File: config.mk
export PLATFORM = sky130hd
export DESIGN_NAME = itw_top
export DESIGN_NICKNAME = d
export VERILOG_FILES = /design/src/hw/itw_pkg.sv /design/src/hw/itw_top.sv
export SDC_FILE = /design/constraint.sdc
export NUM_CORES = 1
export LEC_CHECK = 0
export BUFFER_PORTS_ARGS = -buffer_cell sky130_fd_sc_hd__buf_4
export CORE_AREA = 3 3 64 66
export CTS_CLUSTER_SIZE = 8
export DETAILED_ROUTE_END_ITERATION = 12
export DIE_AREA = 0 0 67 69
export GPL_TIMING_DRIVEN = 0
export SLEW_MARGIN = 20
export SYNTH_ARGS = -nofsm -noshare
export SYNTH_HDL_FRONTEND = slang
export SYNTH_SLANG_ARGS = --single-unit
File: constraint.sdc
create_clock -name sys_clk -period 2.39 [get_ports sys_clk]
set_input_delay 0.239 -clock sys_clk [delete_from_list [all_inputs] [get_ports sys_clk]]
set_output_delay 0.239 -clock sys_clk [all_outputs]
set_load 0.02 [all_outputs]
File: src/hw/itw_pkg.sv
// Constants and types for the interval timer and watchdog block.
// Assumes a 4-bit register file port driven by the CPU core on sys_clk.
//
// Overview of operation
// - Count pulse is clock/16, /16384, /4096, /512.
// - Clear bit written 1 resets the counter.
// - Clear bit self-clears and always reads 0.
// - Tap select picks 1/128 or 1/32 interval.
// - Start bit enables divider, eight-bit watchdog.
// - Software cannot clear the watchdog start bit.
// - Start bit self-clears and always reads 0.
// - Service bit written 1 clears carry flop.
// - Service bit self-clears and always reads 0.
// - Unserviced watchdog raises a system reset.
// - Running watchdog stops only at device reset.
// - Start does not clear counter; clear first.
package itw_pkg;

  // ****************************************************************
  // Register file map
  // ****************************************************************
  localparam int              RF_AW         = 7;
  localparam logic [6:0]      WDT_MODE_ADDR = 7'h03;
  localparam logic [6:0]      ITM_MODE_ADDR = 7'h13;
  localparam int              ITM_TAP_BIT   = 3;
  localparam int              ITM_CLR_BIT   = 2;
  localparam int              ITM_CK_HI_BIT = 1;
  localparam int              ITM_CK_LO_BIT = 0;
  localparam int              WDT_SVC_BIT   = 3;
  localparam int              WDT_START_BIT = 0;
  localparam logic [3:0]      ITM_MODE_RST  = 4'h0;
  localparam logic [3:0]      WDT_MODE_RST  = 4'h0;

  // ****************************************************************
  // Prescaler and counter geometry
  // ****************************************************************
  localparam int              PRE_W         = 14;
  localparam int              CNT_W         = 7;
  localparam logic [13:0]     MASK_DIV16    = 14'h000F;
  localparam logic [13:0]     MASK_DIV16384 = 14'h3FFF;
  localparam logic [13:0]     MASK_DIV4096  = 14'h0FFF;
  localparam logic [13:0]     MASK_DIV512   = 14'h01FF;
  localparam logic [4:0]      TAP32_LAST    = 5'h1F;
  localparam logic [6:0]      TAP128_LAST   = 7'h7F;
  localparam logic [13:0]     PRE_RST       = 14'h0000;
  localparam logic [6:0]      CNT_RST       = 7'h00;

  typedef struct packed {
    logic       wr;
    logic       rd;
    logic [6:0] addr;
    logic [3:0] data;
  } itw_rf_req_t;

  typedef enum logic [1:0] {
    CK_DIV16,
    CK_DIV16384,
    CK_DIV4096,
    CK_DIV512
  } itw_ck_sel_t;

endpackage

File: src/hw/itw_top.sv
// Seven-bit interval timer with a watchdog extension.
// Assumes one CPU register-file access per cycle and that
// wdt_reset is fed back into the device reset tree (rst_b).
`timescale 1ns/1ps

module itw_top (
  input  wire logic              sys_clk,        // System clock, 10 MHz.
  input  wire logic              rst_b,          // Synchronous reset, active low.
  input  wire itw_pkg::itw_rf_req_t rf_req,      // Register file request.
  output logic [3:0]             rf_rdata,       // Read data, one cycle after rd.
  input  wire logic              irq_clear,      // Clears the interval flag.
  output logic                   interval_irq,   // Interval request flag.
  output logic                   wdt_running,    // Watchdog started.
  output logic                   wdt_reset       // One-cycle system reset request.
);
  import itw_pkg::*;

  // ****************************************************************
  // Register decode
  // ****************************************************************
  wire logic hit_itm;
  wire logic hit_wdt;
  wire logic itm_wr;
  wire logic wdt_wr;
  wire logic clr_wr;
  wire logic start_wr;
  wire logic svc_wr;

  assign hit_itm  = (rf_req.addr == ITM_MODE_ADDR);
  assign hit_wdt  = (rf_req.addr == WDT_MODE_ADDR);
  assign itm_wr   = rf_req.wr & hit_itm;
  assign wdt_wr   = rf_req.wr & hit_wdt;
  // Writing 0 to any of the action bits does nothing.
  assign clr_wr   = itm_wr & rf_req.data[ITM_CLR_BIT];
  assign start_wr = wdt_wr & rf_req.data[WDT_START_BIT];
  assign svc_wr   = wdt_wr & rf_req.data[WDT_SVC_BIT];

  // ****************************************************************
  // Mode register
  // ****************************************************************
  logic              tap_sel;
  logic [1:0]        ck_sel;

  always_ff @(posedge sys_clk) begin
    if (!rst_b) begin
      tap_sel <= ITM_MODE_RST[ITM_TAP_BIT];
      ck_sel  <= ITM_MODE_RST[ITM_CK_HI_BIT:ITM_CK_LO_BIT];
    end else if (itm_wr) begin
      tap_sel <= rf_req.data[ITM_TAP_BIT];
      ck_sel  <= rf_req.data[ITM_CK_HI_BIT:ITM_CK_LO_BIT];
    end
  end

  // ****************************************************************
  // Prescaler and count pulse
  // ****************************************************************
  logic [PRE_W-1:0]  pre;
  wire logic [PRE_W-1:0] pre_mask;
  wire logic         cnt_pulse;

  // The code order is not monotonic in rate, so each code names its mask.
  assign pre_mask = (ck_sel == CK_DIV16)    ? MASK_DIV16 :
                    (ck_sel == CK_DIV16384) ? MASK_DIV16384 :
                    (ck_sel == CK_DIV4096)  ? MASK_DIV4096 :
                                              MASK_DIV512;
  assign cnt_pulse = ((pre & pre_mask) == pre_mask);

  // Clearing the prescaler too gives a full interval after a clear,
  // so servicing by clear is never cut short by a stale fraction.
  always_ff @(posedge sys_clk) begin
    if (!rst_b || clr_wr)
      pre <= PRE_RST;
    else
      pre <= pre + 1'b1;
  end

  // ****************************************************************
  // Interval counter
  // ****************************************************************
  logic [CNT_W-1:0]  cnt;
  wire logic         ovf;
  wire logic         tap32;
  wire logic         interval_evt;

  assign ovf          = cnt_pulse & (cnt == TAP128_LAST);
  assign tap32        = cnt_pulse & (cnt[4:0] == TAP32_LAST);
  assign interval_evt = tap_sel ? tap32 : ovf;

  always_ff @(posedge sys_clk) begin
    if (!rst_b || clr_wr)
      cnt <= CNT_RST;
    else if (cnt_pulse)
      cnt <= cnt + 1'b1;
  end

  // ****************************************************************
  // Interval flag
  // ****************************************************************
  // A new interval in the cycle of a clear keeps the flag set.
  always_ff @(posedge sys_clk) begin
    if (!rst_b)
      interval_irq <= 1'b0;
    else if (interval_evt)
      interval_irq <= 1'b1;
    else if (irq_clear)
      interval_irq <= 1'b0;
  end

  // ****************************************************************
  // Watchdog
  // ****************************************************************
  logic              carry_div;
  wire logic         wdt_fire;

  // The carry flop acts as the one-bit divider above the counter.
  assign wdt_fire = wdt_running & ovf & carry_div;

  // Only reset clears the run bit; a start write never touches cnt.
  always_ff @(posedge sys_clk) begin
    if (!rst_b)
      wdt_running <= 1'b0;
    else if (start_wr)
      wdt_running <= 1'b1;
  end

  // An overflow in the same cycle as a service still counts.
  always_ff @(posedge sys_clk) begin
    if (!rst_b || wdt_fire)
      carry_div <= 1'b0;
    else if (wdt_running && ovf)
      carry_div <= 1'b1;
    else if (svc_wr)
      carry_div <= 1'b0;
  end

  always_ff @(posedge sys_clk) begin
    if (!rst_b)
      wdt_reset <= 1'b0;
    else
      wdt_reset <= wdt_fire;
  end

  // ****************************************************************
  // Read path
  // ****************************************************************
  wire logic [3:0]   itm_view;
  wire logic [3:0]   next_rdata;

  // Action bits hold no state and read as zero.
  assign itm_view   = {tap_sel, 1'b0, ck_sel};
  assign next_rdata = !rf_req.rd ? rf_rdata :
                      hit_itm    ? itm_view :
                                   4'h0;

  always_ff @(posedge sys_clk) begin
    if (!rst_b)
      rf_rdata <= 4'h0;
    else
      rf_rdata <= next_rdata;
  end

  // ****************************************************************
  // Check helpers
  // ****************************************************************
  // Counts cycles since the last count pulse, apart from the prescaler, so that
  // a wrong mask or a missed prescaler clear shows up as a gap of wrong length.
  // A mode write without a clear leaves the prescaler part way through a period,
  // so the gap that follows such a write is not checked.
  logic [PRE_W-1:0]      pulse_gap;
  logic                  gap_clean;
  wire logic [PRE_W-1:0] gap_want;

  assign gap_want = (ck_sel == CK_DIV16)    ? MASK_DIV16 :
                    (ck_sel == CK_DIV16384) ? MASK_DIV16384 :
                    (ck_sel == CK_DIV4096)  ? MASK_DIV4096 :
                                              MASK_DIV512;

  always_ff @(posedge sys_clk) begin
    if (!rst_b || clr_wr || cnt_pulse)
      pulse_gap <= PRE_RST;
    else
      pulse_gap <= pulse_gap + 1'b1;
  end

  always_ff @(posedge sys_clk) begin
    if (!rst_b || clr_wr)
      gap_clean <= 1'b1;
    else if (itm_wr)
      gap_clean <= 1'b0;
    else if (cnt_pulse)
      gap_clean <= 1'b1;
  end
endmodule

# After elaboration in Yosys (flattened, before gate mapping)
# Index checks and enable logic that the tools add are counted.
[word_totals] ff_bits=32 inputBits=16 output_inout_bits=7 word_cells=44
[op_classes] add_sub_neg=2 n_eq_ne=7 muxes=9 n_bitwise=10 reduce_logical=7
[ops] op="$mux 14" n=2
[ops] op="$add 14x1->14 const B" n=1
[ops] op="$and 14x14->14" n=1
[ops] op="$eq 14x14->1" n=1
[ops] op="$mux 12" n=1
[ops] op="$and 1x1->1" n=9
[ops] op="$add 7x1->7 const B" n=1
[ops] op="$eq 7x2->1 const B" n=1
[ops] op="$eq 7x5->1 const B" n=1
[ops] op="$eq 7x7->1 const B" n=1
[ops] op="$eq 5x5->1 const B" n=1
[ops] op="$mux 1" n=5
[ops] op="$mux 4" n=1
[ops] op="$reduce_bool 2->1" n=2
[ops] op="$eq 2x1->1 const B" n=1
[ops] op="$eq 2x2->1 const B" n=1
[ops] op="$logic_not 2->1" n=1
[ops] op="$logic_or 1x1->1" n=2
[ops] op="$logic_and 1x1->1" n=1
[ops] op="$logic_not 1->1" n=1

# Depth between registers and ports, before layout
# Gate-level depths: netlist (run 1).
[depth] ltp_word=10 depth_mapped=7 mapped_depth_nobuf=7

# Worst setup path before layout (run 1)
# No wires, ideal clock.
[synth_path] path_type="reg2reg" start="register ck_sel[0]" end="register cnt[5]" setup_time_ps=66 t_arrival_ps=1791 required_time_ps=2324 slack_ps=533 path_stages_with_launch=7 n_path_buf=1 period_less_slack_ps=1857 cell_sequence="dfxtp_1 > inv_1 > ha_1 > a221o_1 > buf_6 > or4_4 > a21oi_2"
[synth_via] elab_chain_cells=6 elab_cells_between_ends=8 classes_between="3 x eq/ne; 3 x mux; 1 x bitwise; 1 x reduce/logical"
[synth_rtl] item="start: declaration" line="itw_top.sv:42" text="logic [1:0] ck_sel;"
[synth_rtl] item="start signal: assignment" line="itw_top.sv:47" text="ck_sel <= ITM_MODE_RST[ITM_CK_HI_BIT:ITM_CK_LO_BIT];"
[synth_rtl] item="start signal: assignment" line="itw_top.sv:50" text="ck_sel <= rf_req.data[ITM_CK_HI_BIT:ITM_CK_LO_BIT];"
[synth_rtl] item="$eq 2x2->1"
[synth_rtl] item="$mux 12" line="itw_top.sv:64" text="(ck_sel == CK_DIV4096) ? MASK_DIV4096 :"
[synth_rtl] item="$mux 14" line="itw_top.sv:63" text="(ck_sel == CK_DIV16384) ? MASK_DIV16384 :"
[synth_rtl] item="$mux 14 (*)" line="itw_top.sv:62" text="assign pre_mask = (ck_sel == CK_DIV16) ? MASK_DIV16 :"
[synth_rtl] item="$and 14x14->14" line="itw_top.sv:66" text="assign cnt_pulse = ((pre & pre_mask) == pre_mask);"
[synth_rtl] item="$eq 14x14->1 (*)" line="itw_top.sv:66"
[synth_rtl] item="end signal: assignment" line="itw_top.sv:93" text="cnt <= cnt + 1'b1;"
[synth_rtl] item="end: declaration" line="itw_top.sv:80" text="logic [CNT_W-1:0] cnt;"
# Every way passes the cells marked *; elsewhere a longest branch is shown, timed or not.
# A chain may end at the register's enable or synchronous reset.

# Worst setup path in the final report (run 1)
# Ends and elaborated chain as after synthesis.

==> results of run 1 <==
## area by class of cell
type	instances	share of cell area (%)
clock inverter	1	0.288
sequential	31	35.7
inverter	6	1.29
timing repair buffer	21	9.06
clock buffer	6	4.74
tap	48	3.45
multi-input combinational	124	43.6
buffer	5	1.87
## cell families after synthesis
group	share of synthesized area (%)
adders and majority gates	4.36
DFF	43.2
muxes	0.785
other	0.261
xor gates and xnor gates	7.32
and+or+nand+nor	28.2
buffers and inverters	3.84
AOI/OAI and AO/OA	12.0
## synth_stat cells (all sizes together)
cell type,count
ha,5
nor3,2
o21bai,1
clkinv,1
nor4,4
nor2,21
and3,4
and4b,1
inv,5
xor2,1
o21ai,3
dfxtp,31
or3,1
clkbuf,1
conb,1
mux2,1
a21oi,16
nand2,12
nand4,3
o21ba,1
o31ai,5
nor4bb,2
buf,4
xnor2,11
nand3,19
a221o,1
a221oi,1
or4,4
nand2b,4
## power by group
part	switching [mW]	internal, mW
Clock	0.180	0.225
Combinational	0.0211	0.0254
Sequential	0.00431	0.521
## state kept, by name, summed over array words and instances (netlist names)
name / cells
carry_div: 1
ck_sel: 2
cnt: 7
interval_irq: 1
pre: 14
rf_rdata: 3
tap_sel: 1
wdt_reset: 1
wdt_running: 1
## worst max-delay path, delay by kind of cell, from the launching register on
| family | cells | cell delay [ns] |
|---|---|---|
| buffers and inverters | 2 | 0.23 |
| flip-flops | 1 | 0.39 |
| adder cells (fa/ha/maj) | 1 | 0.31 |
| AND/OR/NAND/NOR | 1 | 0.51 |
| AO/OA/AOI/OAI | 2 | 0.51 |
## cell usage in the layout, fill, tap and decap left out, types with 2 or more instances in the layout
| cell | Yosys | final |
|---|---|---|
| or4_1 | 3 | 3 |
| o31ai_1 | 5 | 5 |
| nand2b_1 | 4 | 4 |
| nor2_1 | 21 | 21 |
| nand3_1 | 17 | 17 |
| a21oi_1 | 15 | 15 |
| inv_1 | 5 | 5 |
| xnor2_1 | 11 | 11 |
| and3_1 | 4 | 4 |
| nor4bb_1 | 2 | 2 |
| buf_2 | 2 | 2 |
| ha_1 | 5 | 5 |
| nand4_1 | 3 | 3 |
| buf_4 | 1 | 22 |
| o21ai_0 | 3 | 3 |
| clkbuf_8 | 0 | 6 |
| nor3_1 | 2 | 2 |
| nand2_1 | 12 | 12 |
| dfxtp_1 | 31 | 31 |
| nand3_2 | 2 | 2 |
| nor4_1 | 4 | 4 |
## per-stage QoR
stage               cell area [um^2]  power, mW
floorplan                       1440      0.557
global placement                1650      0.582
detailed placement              1650      0.584
CTS                             1740      0.992
global route                    1740       1.02
finish                          1740      0.977
## how the worst max path moves through the flow
stage          cells after the start              startpoint  slack [ns]                      to
2_1_floorplan                      6  ck_sel[0]$_SDFFE_PN0N_        0.53     cnt[5]$_SDFFE_PP0P_
3_3_place_gp                       6  ck_sel[0]$_SDFFE_PN0N_        0.45     cnt[5]$_SDFFE_PP0P_
3_5_place_dp                       6       pre[0]$_SDFF_PP0_        0.41     cnt[5]$_SDFFE_PP0P_
5_1_grt                            5       pre[0]$_SDFF_PP0_        0.20  carry_div$_SDFFE_PP0P_
4_1_cts                            6  ck_sel[0]$_SDFFE_PN0N_        0.37     cnt[5]$_SDFFE_PP0P_
6_report                           6  ck_sel[0]$_SDFFE_PN0N_        0.38     cnt[5]$_SDFFE_PP0P_
## layer usage
metal | vias up | wire [um] | GRT usage, %
li1 | 642 | - | -
met1 | 569 | 1330 | 17.7
met2 | 25 | 1450 | 23.0
met3 | 7 | 155 | 5.54
met4 | 0 | 48 | 6.08
met5 | - | 0 | 0
==> flow_metrics.tcl, run 1 <==
set metrics [dict create \
    peakVddDrop_mv 0.342 \
    dieArea_um2 4620 \
    fin_ws_ns 0.377 \
    yosys.area.top_type "dfxtp_1" \
    critPathKind "reg -> reg" \
    antennaDiodeCount 0 \
    critPathSlowestCell "or4_4" \
    root_buffer "clkbuf_8" \
    yosys_warnings 0 \
    path_clk_slew_ns 0.06 \
    start_kind "flip-flop" \
    clock_latency_ns 0.28 \
    skew_ns 0.00111 \
    htree_num_levels 2 \
    seq_area_um2 621 \
    num_vias 1243 \
    nFillCells 366 \
    synth_cell_type_count 34 \
    final_nets 215 \
    place.detailed.hpwl_um 2210 \
    reg2reg_to "cnt[5]$_SDFFE_PP0P_" \
    layout.cells.non_filler 242 \
    io_buffers 21 \
    cts_setup_buffers 0 \
    holdBufCountCts 0 \
    final_util_pct 47.9 \
    worst_pin_slew_ns 0.864 \
    hold_end "interval_irq$_SDFFE_PN0P_" \
    place_ws_ns 0.406 \
    syn_inst 166 \
    cts.sinks 31 \
    r2r_slack_ns 0.38 \
    die_x_um 67 \
    antenna_found_initial 0 \
    grt_pass1_wl_um 5290 \
    cp_slowest_stage_delay_ns 0.51 \
    drtPass1Iterations 4 \
    cp-end-kind "flip-flop" \
    layout-drive-gt1-share_pct 20.1 \
    r2r_cells 6 \
    die_y_um 69 \
    rr_startpoint "ck_sel[0]$_SDFFE_PN0N_" \
    hold_depth 3 \
    antenna_left 0 \
    dp.cells 235 \
    place_congestion 0.764 \
    ys_seq_area_share_pct 43.2 \
    clk_path_buf_depth 2 \
    min_from "irq_clear" \
    drc 0 \
    relSlewSlack_pct 41.6 \
    cts_resized 0 \
    multi_input_area_um2 759 \
    syn-num-nets 187 \
    timing.final.crit_share_pct 84.2 \
    grt_pass1_vias 1210 \
    numCtsBuffers 5 \
    status "finished clean" \
    slew_violations 0 \
    grt_overflow 0 \
    min_path_type "in -> reg" \
    ys_seq_elements 31 \
    vias_per_cell 5.14 \
    crit_required_ns 2.60 \
    drv_cap 0 \
    synth.cell_area_um2 1440 \
    grt_max_degree 11 \
    fin_setup_tns_ns 0 \
    area_growth_pct 21.3 \
    synth.area.top_cells "dfxtp_1 (43%), xnor2_1 (6.7%), nand3_1 (5.9%), nor2_1 (5.5%), a21oi_1 (5.2%)" \
    p_leak_nw 0.618 \
    core_um2 3630 \
    max_freq_ghz 0.497 \
    rsz0062_at_grt "false" \
    layout_min_cycle_time_ns 2.01 \
    wl_per_cell_um 12.3 \
    wirelength_um 2980 \
    power_density_nw_per_um2 561 \
    cts_tree "done" \
    hold_ws_ns 0.218 \
    final_hold_viol_count 0 \
    rows 22 \
    start_util_pct 39.5 \
    pin_count 23 \
    grt_use_total_pct 14.7 \
    path_cells "inv_1, ha_1, a221o_1, buf_6, or4_4, a21oi_2" \
    setup_viol_count_final 0 \
    cp.arrival_ns 2.23 \
    synth.avg_cell_area_um2 8.65 \
    crit_fanout 10 \
    synthDominantCellAreaShare_pct 43.2 \
    drtIter0Drc 53 \
]
Note: power is estimated with default switching activity, not from simulation.
==> inputs of run 2 (changes only) <==
==> constraint.sdc (replaced) <==
create_clock -name sys_clk -period 2.04 [get_ports sys_clk]
set_input_delay 0.204 -clock sys_clk [delete_from_list [all_inputs] [get_ports sys_clk]]
set_output_delay 0.204 -clock sys_clk [all_outputs]
set_load 0.02 [all_outputs]
==> run 2 against run 1 <==
Against the previous run: cell area up 1.2%; worst setup slack worse by 0.31 ns; sequential share of layout area down 0.19 points; register-to-register slack lost 0.31 ns; critical path depth is the same; sequential power is 17% higher; clock-buffer cell count unchanged; critical endpoint unchanged; fmax rose by 1.9%; largest cell class unchanged; first-iteration DRC count down 30%; critical path type unchanged.
==> flow_metrics.tcl, run 2 (synthesis results as in run 1) <==
set metrics [dict create \
    worst_pin_slew_ns 0.850 \
    r2r_slack_ns 0.07 \
    crit_required_ns 2.25 \
    grt_pass1_wl_um 5290 \
    fin_setup_tns_ns 0 \
    hold_depth 3 \
    final_nets 215 \
    antenna_left 0 \
    largest_register_ffs 14 \
    largest-register "pre" \
    rsz0062_at_grt "false" \
    slew_violations 0 \
    r2r_cells 6 \
    core_um2 3630 \
    pin_count 23 \
    final_hold_viol_count 0 \
    multi_input_area_um2 776 \
    final_cell_area_um2 1760 \
    cts_setup_buffers 0 \
    clk_path_buf_depth 2 \
    cts.sinks 31 \
    cp.arrival_ns 2.19 \
    relSlewSlack_pct 42.6 \
    max_freq_ghz 0.506 \
    p_leak_nw 0.622 \
    path_clk_slew_ns 0.06 \
    numCtsBuffers 5 \
    setup_viol_count_final 0 \
    nFillCells 361 \
    drtIter0Drc 37 \
    skew_ns 0.00221 \
    vias_per_cell 5.24 \
    antennaDiodeCount 0 \
    reg_top3 "pre: 14 flops, cnt: 7 flops, rf_rdata: 3 flops" \
    hold_end "ck_sel[1]$_SDFFE_PN0N_" \
    start_kind "flip-flop" \
    min_path_type "in -> reg" \
    min_from "rf_req[1]" \
    placed_area_um2 1650 \
    cp-end-kind "flip-flop" \
    rows 22 \
    critPathKind "reg -> reg" \
    status "finished clean" \
    area_growth_pct 22.7 \
    antenna_found_initial 0 \
    drc 0 \
    reg2reg_to "cnt[5]$_SDFFE_PP0P_" \
    layout_common_cells "dfxtp_1 (28), buf_4 (22), nor2_1 (21), nand3_1 (17), a21oi_1 (15)" \
    seq_area_um2 624 \
    grt_max_degree 11 \
    start_util_pct 39.5 \
    io_buffers 21 \
    layout_min_cycle_time_ns 1.97 \
    num_vias 1267 \
    layout-drive-gt1-share_pct 22.7 \
    htree_num_levels 2 \
    grt_overflow 0 \
    die_y_um 69 \
    grt_pass1_vias 1210 \
    cts_tree "done" \
    finalPower_mw 1.15 \
    rr_startpoint "ck_sel[0]$_SDFFE_PN0N_" \
    holdBufCountCts 0 \
    clock_latency_ns 0.28 \
    startpoint "ck_sel[0]$_SDFFE_PN0N_" \
    root_buffer "clkbuf_8" \
    place.detailed.hpwl_um 2210 \
    wl_per_cell_um 12.5 \
    grt_use_total_pct 14.7 \
    timing.final.crit_share_pct 96.8 \
    die_x_um 67 \
    place_congestion 0.764 \
    wirelength_um 3020 \
    drtPass1Iterations 6 \
    drv_cap 0 \
    dieArea_um2 4620 \
    power_density_nw_per_um2 653 \
    crit_fanout 10 \
    layout_commonest_cell "dfxtp_1" \
    peakVddDrop_mv 0.402 \
]
[run 2: cell counts in the layout (fill, tap and decap cells not counted)]
Identical to the previous run, type by type.
[run 2: final cells by class]
cell class              count  area share, %
clock inverters             1          0.284
repair buffers             21           8.96
clock buffers               6           4.69
plain buffers               5           1.85
multi-input cells         124           44.1
well taps                  48           3.41
inverters                   6           1.28
flip-flops and latches     31           35.5
[run 2: metrics by stage]
step	hold WS [ns]	std cells	worst slack, ns	util [%]
final	0.182	242	0.0652	48.5
after global routing	0.177	242	0.00551	48.5
after CTS	0.177	242	0.0185	47.9
after detailed placement	0.462	235	0.0559	45.5
after global placement	0.445	235	0.0965	45.5
after floorplan	0.345	166	0.183	-
[run 2: worst max-delay path by stage]
| stage | endpoint | slack (ns) | cells past startpoint |
|---|---|---|---|
| CTS | cnt[5]$_SDFFE_PP0P_ | 0.02 | 6 |
| global placement | cnt[5]$_SDFFE_PP0P_ | 0.1 | 6 |
| global route | cnt[5]$_SDFFE_PP0P_ | 0.006 | 6 |
| floorplan | cnt[5]$_SDFFE_PP0P_ | 0.18 | 6 |
| finish | cnt[5]$_SDFFE_PP0P_ | 0.07 | 6 |
| detailed placement | cnt[5]$_SDFFE_PP0P_ | 0.06 | 6 |
[run 2: what timing repair did]
item	in CTS	in global routing
endpoints found under the hold margin	0	0
resized for setup	0	6
endpoints found under the setup margin	0	4
[run 2: layer usage]
metal / wire length, um / track usage [%] / vias up / part of all wire [%]
met5: 0 / 0 / - / 0
met4: 48 / 6.08 / 0 / 1.6
met3: 178 / 5.54 / 7 / 5.9
met2: 1490 / 23.0 / 33 / 49
met1: 1300 / 17.7 / 585 / 43
li1: - / - / 642 / -
[run 2: power by group]
| part | switching, mW | internal (mW) |
|---|---|---|
| Combinational | 0.0249 | 0.0302 |
| Sequential | 0.00578 | 0.611 |
| Clock | 0.213 | 0.264 |
[run 2: critical path, stage by stage, from the launching register on]
cell and delay, ns:
dfxtp_2 0.36, inv_1 0.05, ha_1 0.32, a221o_1 0.37, buf_6 0.16, or4_4 0.51, a21oi_2 0.14
==> inputs of run 3 (changes only) <==
--- a/config.mk
+++ b/config.mk
@@ -10,7 +10,7 @@
 export CTS_CLUSTER_SIZE = 8
 export DETAILED_ROUTE_END_ITERATION = 12
 export DIE_AREA = 0 0 67 69
-export GPL_TIMING_DRIVEN = 0
+export GPL_TIMING_DRIVEN = 1
 export SLEW_MARGIN = 20
 export SYNTH_ARGS = -nofsm -noshare
 export SYNTH_HDL_FRONTEND = slang
==> run 3 against run 2 <==
Against the previous run: worst setup slack lost 0.0057 ns; critical path type unchanged; flip-flop and latch count is the same; critical path depth shrank 1; core utilization shrank 0.17 points; combinational power shrank 2%; global-route usage shrank 0.81 points; non-clock buffer count grew 1; cell count grew 0.41%; clock skew grew 0.0045 ns; highest routed layer unchanged.
==> flow_metrics.tcl, run 3 (synthesis results as in run 1) <==
set metrics [dict create \
    numCtsBuffers 5 \
    critPathKind "reg -> reg" \
    clk_path_buf_depth 2 \
    io_buffers 21 \
    startpoint "ck_sel[0]$_SDFFE_PN0N_" \
    reg2reg_to "cnt[3]$_SDFFE_PP0P_" \
    grt_max_degree 21 \
    rr_startpoint "ck_sel[0]$_SDFFE_PN0N_" \
    clock_latency_ns 0.27 \
    r2r_cells 5 \
    holdBufCountCts 0 \
    grt_use_total_pct 13.9 \
    vias_per_cell 5.22 \
    final_util_pct 48.3 \
    start_kind "flip-flop" \
    root_buffer "clkbuf_8" \
    die_x_um 67 \
    htree_num_levels 2 \
    cp-endpoint "cnt[3]$_SDFFE_PP0P_" \
    reg_top3 "pre: 14 flops, cnt: 7 flops, rf_rdata: 3 flops" \
    pin_count 23 \
    core_um2 3630 \
    area_growth_pct 22.2 \
    path_clk_slew_ns 0.06 \
    place_ws_ns 0.0691 \
    critPathSlowestCell "or4_1" \
    crit_required_ns 2.24 \
    final_hold_viol_count 0 \
    fin_ws_ns 0.0596 \
    cts_tree "done" \
    timing.final.crit_share_pct 97.1 \
    place_congestion 0.757 \
    peakVddDrop_mv 0.473 \
    layout_common_cells "dfxtp_1 (31), buf_4 (27), nor2_1 (21), nand3_1 (17), a21oi_1 (15)" \
    p_leak_nw 0.627 \
    antenna_left 0 \
    drtIter0Drc 33 \
    skew_ns 0.00673 \
    rsz0062_at_grt "false" \
    cp_slowest_stage_delay_ns 0.53 \
    path_cells "inv_1, ha_1, a221o_2, or4_1, a21oi_1" \
    max_freq_ghz 0.505 \
    final_nets 216 \
    crit_fanout 12 \
    drv_cap 0 \
    cts.sinks 31 \
    r2r_slack_ns 0.06 \
    grt_overflow 0 \
    layout_commonest_cell "dfxtp_1" \
    antenna_found_initial 0 \
    cp-end-kind "flip-flop" \
    power_density_nw_per_um2 650 \
    wl_per_cell_um 12.1 \
    drc 0 \
    place.detailed.hpwl_um 2210 \
    slew_violations 0 \
    min_path_type "in -> reg" \
    fin_setup_tns_ns 0 \
    wirelength_um 2940 \
    die_y_um 69 \
    status "finished clean" \
    grt_pass1_vias 1213 \
    layout_min_cycle_time_ns 1.98 \
    cp.arrival_ns 2.18 \
    largest_register_ffs 14 \
    rows 22 \
    grt_pass1_wl_um 5010 \
    num_vias 1269 \
    layout-drive-gt1-share_pct 21.5 \
    dieArea_um2 4620 \
    setup_viol_count_final 0 \
    largest-register "pre" \
    nFillCells 374 \
    antennaDiodeCount 0 \
    drtPass1Iterations 4 \
    start_util_pct 39.5 \
]
run 3: area by class of cell:
class	instances	area, um^2	share of cell area, %
Clock buffer	6	82.6	4.71
Clock inverter	1	5.00	0.285
Sequential cell	31	621	35.4
Multi-Input combinational cell	124	761	43.4
Inverter	6	22.5	1.28
Tap cell	48	60.1	3.42
Timing Repair Buffer	27	203	11.6
run 3: metrics by stage:
step	power (mW)	std cells	hold slack (ns)	area (um^2)
2_1_floorplan	0.652	166	0.345	1440
3_3_place_gp	0.681	236	0.447	1670
3_5_place_dp	0.683	236	0.455	1670
4_1_cts	1.16	243	0.166	1750
5_1_grt	1.18	243	0.181	1750
6_report	1.14	243	0.172	1750
run 3: power by group:
group	internal [mW]	total, mW	switching (mW)
registers	0.611	0.616	0.00524
logic	0.0295	0.0540	0.0245
clock network	0.264	0.471	0.207
total	0.904	1.14	0.236
run 3: worst max-delay path: cells and delay by family (launching register included):
kind	cells	cell delay, ns
compound gates	2	0.63
simple gates	1	0.53
flops	1	0.38
fa+ha+maj	1	0.31
buf+inv	1	0.07
run 3: what timing repair did:
item,CTS,global route
setup buffers,0,0
resized for setup,0,1
endpoints found under the setup margin,0,3
run 3: metal layers:
layer	vias to the layer above	part of all wire [%]	routed length, um	track usage [%]
li1	644	-	-	-
met2	39	49	1440	21.7
met4	0	1.2	36	6.08
met3	2	5.7	169	4.89
met1	584	44	1300	16.8
met5	-	0	0	0
run 3: worst min-delay path by stage:
stage	from	end	depth (start not counted)
6_report	rf_req[0]	wdt_running$_SDFFE_PN0P_	3
2_1_floorplan	rf_req[0]	wdt_running$_SDFFE_PN0P_	2
3_5_place_dp	rf_req[0]	wdt_running$_SDFFE_PN0P_	3
5_1_grt	rf_req[0]	wdt_running$_SDFFE_PN0P_	3
4_1_cts	rf_req[0]	wdt_running$_SDFFE_PN0P_	3
3_3_place_gp	pre[0]$_SDFF_PP0_	pre[0]$_SDFF_PP0_	1
